## src/rtl/pac_map.svh

```systemverilog
// register offsets, field positions, reset values and codes of the axis command handler
`ifndef PAC_MAP_SVH
`define PAC_MAP_SVH
// byte offsets on the register bus
`define PAC_A_CTRL 8'h00
`define PAC_A_STATUS 8'h04
`define PAC_A_ERR_X 8'h08
`define PAC_A_ERR_Y 8'h0c
`define PAC_A_STEP_X 8'h10
`define PAC_A_STEP_Y 8'h14
`define PAC_A_POS_X 8'h18
`define PAC_A_POS_Y 8'h1c
`define PAC_A_AUX_X 8'h20
`define PAC_A_AUX_Y 8'h24
`define PAC_A_IRQ_STAT 8'h28
`define PAC_A_IRQ_MASK 8'h2c
// control fields
`define PAC_CTRL_ADV 0
`define PAC_CTRL_CLRF 1
// interrupt fields
`define PAC_IRQ_GERR 0
`define PAC_IRQ_ERRX 1
`define PAC_IRQ_ERRY 2
`define PAC_IRQ_DONE 3
// reset values
`define PAC_STEP_RST 8'h01
`define PAC_MASK_RST 4'h0
// axis error codes
`define PAC_E_STEP_BUSY 16'h01b9
`define PAC_E_STEP_RANGE 16'h01ba
`define PAC_E_PRESET_BUSY 16'h01c3
// step range limits
`define PAC_STEP_MIN 16'h0001
`define PAC_STEP_STD 16'h001e
`define PAC_STEP_ADV 16'h0050
`endif

```

## src/rtl/pac_pkg.sv

```systemverilog
// types of the axis command handler
`default_nettype none
package pac_pkg;
   typedef struct packed {
      logic ack;
      logic [31:0] rdata;
      logic [2:0] cmd_prev;
      logic adv;
      logic err_flag;
      logic [1:0][15:0] err_code;
      logic [1:0][7:0] step;
      logic [1:0][31:0] pos;
      logic [1:0] origin;
      logic [1:0] aux_on;
      logic [1:0][15:0] aux_num;
      logic [3:0] irq_stat;
      logic [3:0] irq_mask;
   } pac_state_t;
endpackage : pac_pkg
`default_nettype wire

```

## src/rtl/pac_axis_cmd.sv

```systemverilog
// two-axis command handler: step change, aux code cancel, position preset
//
// Design decisions made here: the address map and register access over Wishbone.
`include "pac_map.svh"
`default_nettype none
module pac_axis_cmd import pac_pkg::*; #(
   parameter logic [15:0] STEP_MAX_STD = `PAC_STEP_STD,
   parameter logic [15:0] STEP_MAX_ADV = `PAC_STEP_ADV
) (
   // clock and reset
   input wire logic sys_clk,
   input wire logic rst_n,
   // register bus
   input wire logic wb_cyc_i,
   input wire logic wb_stb_i,
   input wire logic wb_we_i,
   input wire logic [7:0] wb_adr_i,
   input wire logic [3:0] wb_sel_i,
   input wire logic [31:0] wb_dat_i,
   output logic [31:0] wb_dat_o,
   output logic wb_ack_o,
   // commands from the sequence program
   input wire logic step_change_cmd,
   input wire logic aux_code_cancel_cmd,
   input wire logic position_preset_cmd,
   input wire logic [15:0] unit_slot_operand,
   input wire logic [15:0] axis_select_operand,
   input wire logic [31:0] command_value_operand,
   // motion engine side
   input wire logic [1:0] axis_busy,
   input wire logic [1:0] aux_code_set,
   input wire logic [1:0][15:0] aux_code_in,
   input wire logic [1:0] origin_lost,
   // axis state
   output logic [1:0][7:0] axis_step,
   output logic [1:0][31:0] axis_position,
   output logic [1:0] origin_fixed,
   output logic [1:0] aux_code_on,
   output logic [1:0][15:0] aux_code_num,
   output logic [1:0][15:0] axis_err_code,
   output logic error_flag,
   output logic irq
);

   // parameter sanity: step must fit the 8-bit step field
   if (STEP_MAX_STD < `PAC_STEP_MIN || STEP_MAX_ADV < STEP_MAX_STD || STEP_MAX_ADV > 16'h00ff) begin : g_bad
      $error("pac_axis_cmd: step limits out of range");
   end

   // state, next state and decoded command signals
   pac_state_t st;
   pac_state_t next_st;
   logic [1:0] rst_sync;
   logic rst_q_n;
   logic req;
   logic [2:0] cmd_now;
   logic [2:0] cmd_edge;
   logic ax;
   logic ax_ok;
   logic [1:0] ev_err;
   logic ev_done;
   logic [3:0] ev;
   logic [31:0] rd;

   // axis operand decode: only 0 and 1 are legal
   function automatic logic pac_axis_ok(input logic [15:0] v);
      return v[15:1] == 15'h0000;
   endfunction : pac_axis_ok

   // step range for the selected variant
   function automatic logic pac_step_ok(input logic [15:0] v, input logic adv);
      return v >= `PAC_STEP_MIN && v <= (adv ? STEP_MAX_ADV : STEP_MAX_STD);
   endfunction : pac_step_ok

   // reset release through two flops
   // the state register sees only the synchronised copy
   always_ff @(posedge sys_clk or negedge rst_n) begin
      if (!rst_n) begin
         rst_sync <= 2'h0;
      end else begin
         rst_sync <= {rst_sync[0], 1'b1};
      end
   end
   assign rst_q_n = rst_sync[1];

   // command edges and operand decode
   assign req = wb_cyc_i & wb_stb_i;
   assign cmd_now = {position_preset_cmd, aux_code_cancel_cmd, step_change_cmd};
   assign cmd_edge = cmd_now & ~st.cmd_prev;
   assign ax = axis_select_operand[0];
   assign ax_ok = pac_axis_ok(axis_select_operand);
   // slot operand is trusted to be zero and is not checked

   // next-state logic
   always_comb begin
      next_st = st;
      ev_err = 2'h0;
      ev_done = 1'b0;
      ev = 4'h0;
      rd = 32'h0000_0000;
      next_st.cmd_prev = cmd_now;
      next_st.ack = req & ~st.ack;
      // read data, latched at the same edge that raises ack
      case (wb_adr_i)
         `PAC_A_CTRL: rd = {31'h0, st.adv};
         `PAC_A_STATUS: rd = {25'h0, axis_busy, st.aux_on, st.origin, st.err_flag};
         `PAC_A_ERR_X: rd = {16'h0, st.err_code[0]};
         `PAC_A_ERR_Y: rd = {16'h0, st.err_code[1]};
         `PAC_A_STEP_X: rd = {24'h0, st.step[0]};
         `PAC_A_STEP_Y: rd = {24'h0, st.step[1]};
         `PAC_A_POS_X: rd = st.pos[0];
         `PAC_A_POS_Y: rd = st.pos[1];
         `PAC_A_AUX_X: rd = {16'h0, st.aux_num[0]};
         `PAC_A_AUX_Y: rd = {16'h0, st.aux_num[1]};
         `PAC_A_IRQ_STAT: rd = {28'h0, st.irq_stat};
         `PAC_A_IRQ_MASK: rd = {28'h0, st.irq_mask};
         default: rd = 32'h0000_0000;
      endcase
      if (req && !st.ack) begin
         next_st.rdata = rd;
      end
      // bus writes and read side effects at the ack edge
      if (req && st.ack && wb_we_i) begin
         case (wb_adr_i)
            `PAC_A_CTRL: begin
               if (wb_sel_i[0]) begin
                  next_st.adv = wb_dat_i[`PAC_CTRL_ADV];
                  if (wb_dat_i[`PAC_CTRL_CLRF]) begin
                     next_st.err_flag = 1'b0;
                  end
               end
            end
            `PAC_A_ERR_X: next_st.err_code[0] = 16'h0000;
            `PAC_A_ERR_Y: next_st.err_code[1] = 16'h0000;
            `PAC_A_IRQ_MASK: begin
               if (wb_sel_i[0]) begin
                  next_st.irq_mask = wb_dat_i[3:0];
               end
            end
            default: ;
         endcase
      end
      // clear only the bits the latched read returned, so an event
      // landing between latch and ack is kept for the next read
      if (req && st.ack && !wb_we_i && wb_adr_i == `PAC_A_IRQ_STAT) begin
         next_st.irq_stat = st.irq_stat & ~st.rdata[3:0];
      end
      // origin loss from the motion engine, before commands may fix it
      next_st.origin = st.origin & ~origin_lost;
      // command execution
      if (|cmd_edge && !ax_ok) begin
         next_st.err_flag = 1'b1;
      end else begin
         if (cmd_edge[0]) begin
            if (axis_busy[ax]) begin
               next_st.err_code[ax] = `PAC_E_STEP_BUSY;
               ev_err[ax] = 1'b1;
            end else if (!pac_step_ok(command_value_operand[15:0], st.adv)) begin
               next_st.err_code[ax] = `PAC_E_STEP_RANGE;
               ev_err[ax] = 1'b1;
            end else begin
               next_st.step[ax] = command_value_operand[7:0];
               ev_done = 1'b1;
            end
         end
         if (cmd_edge[1]) begin
            next_st.aux_on[ax] = 1'b0;
            next_st.aux_num[ax] = 16'h0000;
            ev_done = 1'b1;
         end
         if (cmd_edge[2]) begin
            if (axis_busy[ax]) begin
               next_st.err_code[ax] = `PAC_E_PRESET_BUSY;
               ev_err[ax] = 1'b1;
            end else begin
               next_st.pos[ax] = command_value_operand;
               next_st.origin[ax] = 1'b1;
               ev_done = 1'b1;
            end
         end
      end
      // a new aux code from the engine wins over a cancel
      for (int i = 0; i < 2; i++) begin
         if (aux_code_set[i]) begin
            next_st.aux_on[i] = 1'b1;
            next_st.aux_num[i] = aux_code_in[i];
         end
      end
      // sticky interrupt events, set wins over read clear
      ev = {ev_done, ev_err, (|cmd_edge) & ~ax_ok};
      next_st.irq_stat = next_st.irq_stat | ev;
   end

   // state register
   always_ff @(posedge sys_clk or negedge rst_q_n) begin
      if (!rst_q_n) begin
         st <= '0;
         st.step <= {`PAC_STEP_RST, `PAC_STEP_RST};
         st.irq_mask <= `PAC_MASK_RST;
      end else begin
         st <= next_st;
      end
   end

   // outputs
   assign wb_dat_o = st.rdata;
   assign wb_ack_o = st.ack;
   assign axis_step = st.step;
   assign axis_position = st.pos;
   assign origin_fixed = st.origin;
   assign aux_code_on = st.aux_on;
   assign aux_code_num = st.aux_num;
   assign axis_err_code = st.err_code;
   assign error_flag = st.err_flag;
   assign irq = |(st.irq_stat & st.irq_mask);
endmodule : pac_axis_cmd
`default_nettype wire

```

## config.mk

```make
export PLATFORM = sky130hd
export DESIGN_NAME = pac_axis_cmd
export DESIGN_NICKNAME = d
export VERILOG_FILES = /design/src/rtl/pac_pkg.sv /design/src/rtl/pac_axis_cmd.sv
export VERILOG_INCLUDE_DIRS = /design/src /design/src/rtl
export SDC_FILE = /design/constraint.sdc
export NUM_CORES = 1
export LEC_CHECK = 0
export BUFFER_PORTS_ARGS = -buffer_cell sky130_fd_sc_hd__buf_2
export CORE_ASPECT_RATIO = 1.4
export CORE_MARGIN = 2
export CORE_UTILIZATION = 30
export CTS_CLUSTER_SIZE = 16
export DETAILED_ROUTE_END_ITERATION = 16
export GPL_TIMING_DRIVEN = 0
export PLACE_DENSITY = 0.63
export RECOVER_POWER = 100
export SKIP_CTS_REPAIR_TIMING = 1
export SYNTH_ARGS = -nofsm -noshare
export SYNTH_HDL_FRONTEND = slang
export SYNTH_SLANG_ARGS = --single-unit
export TNS_END_PERCENT = 10
```

## constraint.sdc

```tcl
create_clock -name sys_clk -period 7.8 [get_ports sys_clk]
set_input_delay 1.17 -clock sys_clk [delete_from_list [all_inputs] [get_ports sys_clk]]
set_output_delay 1.17 -clock sys_clk [all_outputs]
set_load 0.01 [all_outputs]
```

* Word level (Yosys, flattened, before mapping)
Cells that the tools add are included.
** Word-level totals
- Register bits after elaboration :: 196
- Output and inout bits :: 183
- Bits of input ports :: 154
** Cells by class
- Muxes and demuxes :: 52
- Bitwise gates (word level) :: 30
- Magnitude comparators :: 4
- Equality and inequality tests :: 14
- Reductions and logical operators :: 30
** Operators with widths (count)
- 32-bit case mux with 12 select lines :: 1
- 32-bit 2-to-1 mux :: 5
- 148-bit 2-to-1 mux :: 1
- 66-bit 2-to-1 mux :: 2
- 16-bit 2-to-1 mux :: 7
- 48-bit 2-to-1 mux :: 2
- 64-bit bitwise mux :: 1
- 20-bit bitwise AND :: 2
- 20-bit inverter :: 2
- 34-bit 2-to-1 mux :: 1
- 33-bit 2-to-1 mux :: 1
- 32-bit bitwise AND :: 1
- 32-bit demux with 1-bit select :: 1
- 8-bit by 5-bit == test with 1-bit output (second input constant) :: 4
- 8-bit by 6-bit == test with 1-bit output (second input constant) :: 4
- 32-bit inverter :: 1
- 12-bit bitwise OR :: 2
- 22-bit bitwise AND :: 1
- 22-bit inverter :: 1
- 16-bit bitwise mux :: 1
- 16-bit demux with 1-bit select :: 1
- 8-bit by 4-bit == test with 1-bit output (second input constant) :: 2
- 16-bit by 1-bit >= comparator with 1-bit output (second input constant) :: 1
- 16-bit by 7-bit <= comparator with 1-bit output :: 1
- other kinds (32) :: 84

* Logic depth before layout (Yosys ltp)
- Word-level depth :: 15
- Gate-level depth with buffers :: 8

* Least setup slack after synthesis
No wires, ideal clock.
- Path type :: input-to-reg
- Start :: in command_value_operand[6]
- End :: reg st (netlist bit axis_step[1])
- Setup slack :: 4.849 ns
- Arrival :: 2.826 ns
- Buffers on the path :: 0
- Stages on the path :: 6
- Data required time :: 7.675 ns
- Library setup time :: 0.125 ns
- Cell sequence :: ha_1 and4bb_2 mux2i_1 a21oi_2 nor4b_4 mux2_2
** Between the ends
- Cells in the longest elaborated chain, start to end :: 4
- Elaborated cells between the ends (all ways) :: 5
** Ends and longest elaborated chain
- start: declaration :: line pac_axis_cmd.sv:28 : input wire logic [31:0] command_value_operand,
- 16-bit by 1-bit >= comparator with 1-bit output (no line) / 16-bit by 7-bit <= comparator with 1-bit output (equally long branches)
- 1-bit logical AND * :: line pac_axis_cmd.sv:72 : return v >= `PAC_STEP_MIN && v <= (adv ? STEP_MAX_ADV : STEP_MAX_STD);
- 2-bit nonzero test (no line) *
- 4-bit AND reduction (no line) *
- end signal: assignment :: line pac_axis_cmd.sv:201 : st <= next_st;
- end: declaration :: line pac_axis_cmd.sv:51 : pac_state_t st;
Every way passes the cells marked *; elsewhere a longest branch is shown, timed or not.
A chain may end at the register's enable or synchronous reset.

* Worst setup path in the final report
- Start :: in command_value_operand[14]
- End :: reg st (netlist bit axis_step[2])
The elaborated chain is that of the path after synthesis.

==> flow_metrics.env <==
export IMPL_max_freq_mhz=220
export IMPL_drtIter0Drc=525
export IMPL_critPathMaxFanout=8
export IMPL_routedWlPerCell_um=21.0
export IMPL_io_pins=337
export IMPL_ys_warn_count=0
export IMPL_synth_fp_nets=1064
export IMPL_grt_overflow=0
export IMPL_cts_htree_levels=4
export IMPL_place_ws_ns=3.71
export IMPL_dieWidth_um=159
export IMPL_grt_pass1_wl_um=53100
export IMPL_path_clk_slew_ns=0.07
export IMPL_synth_edff_count=0
export IMPL_final_max_slew_viol_count=143
export IMPL_synth_ff_type="dfrtp_1"
export IMPL_antenna_found_initial=6
export IMPL_worstPathArrival_ns=4.88
export IMPL_seq_area_frac_synth_pct=48.6
export IMPL_die_area_um2=35100
export IMPL_fin_worst_skew_ns=0.0143
export IMPL_postLayoutCellArea_um2=12500
export IMPL_row_count=79
export IMPL_first_pass_iters=5
export IMPL_grt_max_degree=63
export IMPL_area_delta_synth_final_pct=24.1
export IMPL_die_h_um=221
export IMPL_synth_seq_cells=196
export IMPL_startpoint_type="input port"
export IMPL_syn_cell_area_um2=10100
export IMPL_ff2ff_path_depth=1
export IMPL_cap_violations=4
export IMPL_hold_viol=0
export IMPL_cts_tree="done"
export IMPL_grt_pass1_vias=8550
export IMPL_final_util_pct=37.7
export IMPL_yosysUniqueCellTypes=71
export IMPL_hpwl_um=28000
export IMPL_power_density_nw_per_um2=174
export IMPL_end_kind="flop"
export IMPL_cts_root_buf="clkbuf_16"
export IMPL_required_ns=8.14
export IMPL_wl_um=35000
export IMPL_fp_coreArea_um2=33200
export IMPL_synthCells=906
export IMPL_avgSynthCellArea_um2=11.1
export IMPL_ant_nets=0
export IMPL_cts_sinks=196
export IMPL_clockBufferDepth=2
export IMPL_grtUsageTotal_pct=20.1
export IMPL_fill_cells=3497
export IMPL_cts_made_buffers=17
export IMPL_holdCritPathClass="flop to async pin"
export IMPL_crit_type="input port to flop"
export IMPL_rsz0062_at_grt="false"
export IMPL_place_congestion=0.877
export IMPL_initial_core_util_pct=30.4
export IMPL_final_cell_mix="dfrtp_1, buf_2, clkbuf_1"
export IMPL_setup_viol=0
export IMPL_p_leak_nw=6.22
export IMPL_drive_gt1_share_pct=39.8
export IMPL_max_slew_margin_pct=-134
export IMPL_max_vdd_ir_drop_v=0.000136
export IMPL_placed_cell_area_um2=12100
export IMPL_p_total_mw=2.18
export IMPL_status="complete, but fails checks"
export IMPL_fin_nets=1368
export IMPL_period_minus_slack_ns=4.54
export IMPL_synth_async_reset_ratio_pct=100
export IMPL_worst_slack_ns=3.26
export IMPL_drc_errors=0
export IMPL_port_buffers=282
export IMPL_vias_per_cell=4.85
export IMPL_mostFrequentLayoutCell="dfrtp_1"
export IMPL_clk_latency_ns=0.47
export IMPL_violations="max-capacitance violations, max-slew violations"
export IMPL_worst_pin_slew_ns=3.50
export IMPL_fin_crit_sh_pct=58.2
export IMPL_vias=8100
worst max-delay path: stages:
cell,delay [ns]
clkbuf_1,0.10
nor4_1,0.77
nand3_1,0.49
nor4b_1,1.88
mux2_2,0.46
metrics by stage:
stage / TNS (ns) / hold WS, ns / instances
floorplan: 0 / 0.331 / 906
global route: 0 / 0.232 / 1670
finish: 0 / 0.182 / 1670
CTS: 0 / 0.190 / 1666
detailed placement: 0 / 0.183 / 1636
global placement: -117.02 / 0.338 / 1633
cells by family after synthesis:
kind of cell	after synthesis	synth area share, %
buf+inv	236	16.0
compound gates	199	14.3
flops	196	48.6
simple gates	180	10.4
mux	90	10.1
fa+ha+maj	4	0.496
other cells	1	0.0372
layout make-up:
type / count / area (µm²) / area share [%]
Sequential cell: 196 / 4910 / 39.2
Multi-Input combinational cell: 474 / 3520 / 28.1
Buffer: 229 / 1550 / 12.4
Timing Repair Buffer: 285 / 1320 / 10.6
Tap cell: 445 / 557 / 4.45
Clock buffer: 19 / 453 / 3.62
Clock inverter: 11 / 176 / 1.41
Inverter: 7 / 26.3 / 0.210
Antenna cell: 4 / 10.0 / 0.0800
per-layer routing:
layer | part of all wire, % | routed length (µm) | track usage, %
met1 | 39 | 13500 | 22.9
met2 | 52 | 18100 | 35.5
met3 | 6.7 | 2350 | 5.25
met4 | 2.9 | 1010 | 8.21
met5 | 0.069 | 24 | 0
final timing paths:
path                                           start                  endpoint  slack [ns]
max                        command_value_operand[14]  axis_step[2]$_DFFE_PN0P_        3.26
min                            rst_sync[1]$_DFF_PN0_         st[2]$_DFFE_PN0P_        0.18
max reg2reg                    rst_sync[1]$_DFF_PN0_  wb_dat_o[18]$_DFFE_PN0P_        3.94
min reg2reg                    rst_sync[1]$_DFF_PN0_         st[2]$_DFFE_PN0P_        0.18
max in group asynchronous      rst_sync[1]$_DFF_PN0_  wb_dat_o[18]$_DFFE_PN0P_        3.94
min in group sys_clk           rst_sync[0]$_DFF_PN0_     rst_sync[1]$_DFF_PN0_        0.36
power by group:
part	switching [mW]	internal [mW]	leakage, nW
logic	0.0934	0.0681	3.27
registers	0.0198	1.03	2.64
clock network	0.409	0.554	0.311
Yosys cell counts (all sizes together) (3+ instances only):
cell type  instances  area (µm²)
a21oi             13        68.8
o221ai             3        26.3
ha                 4        50.1
nand3b             8        60.1
nand2b             3        18.8
nor2b              6        37.5
nor4              11        83.8
and2               4        25.0
dfrtp            194        4850
nor2              17        86.3
nand3             15        75.1
clkbuf            26        97.6
a211o              4        35.0
a32oi              3        26.3
mux2i              8        80.1
a22o              38         333
inv                7        26.3
nand2             65         251
nand4              4        25.0
o21ai             36         180
nor4b              5        71.3
a22oi             53         398
mux2              81         912
or3                3        18.8
and4              10        87.6
a31oi             13        81.3
buf              203        1500
nor3              16        85.1
a221oi             5        43.8
a21o              13        97.6
Note: power is estimated with default switching activity, not from simulation.
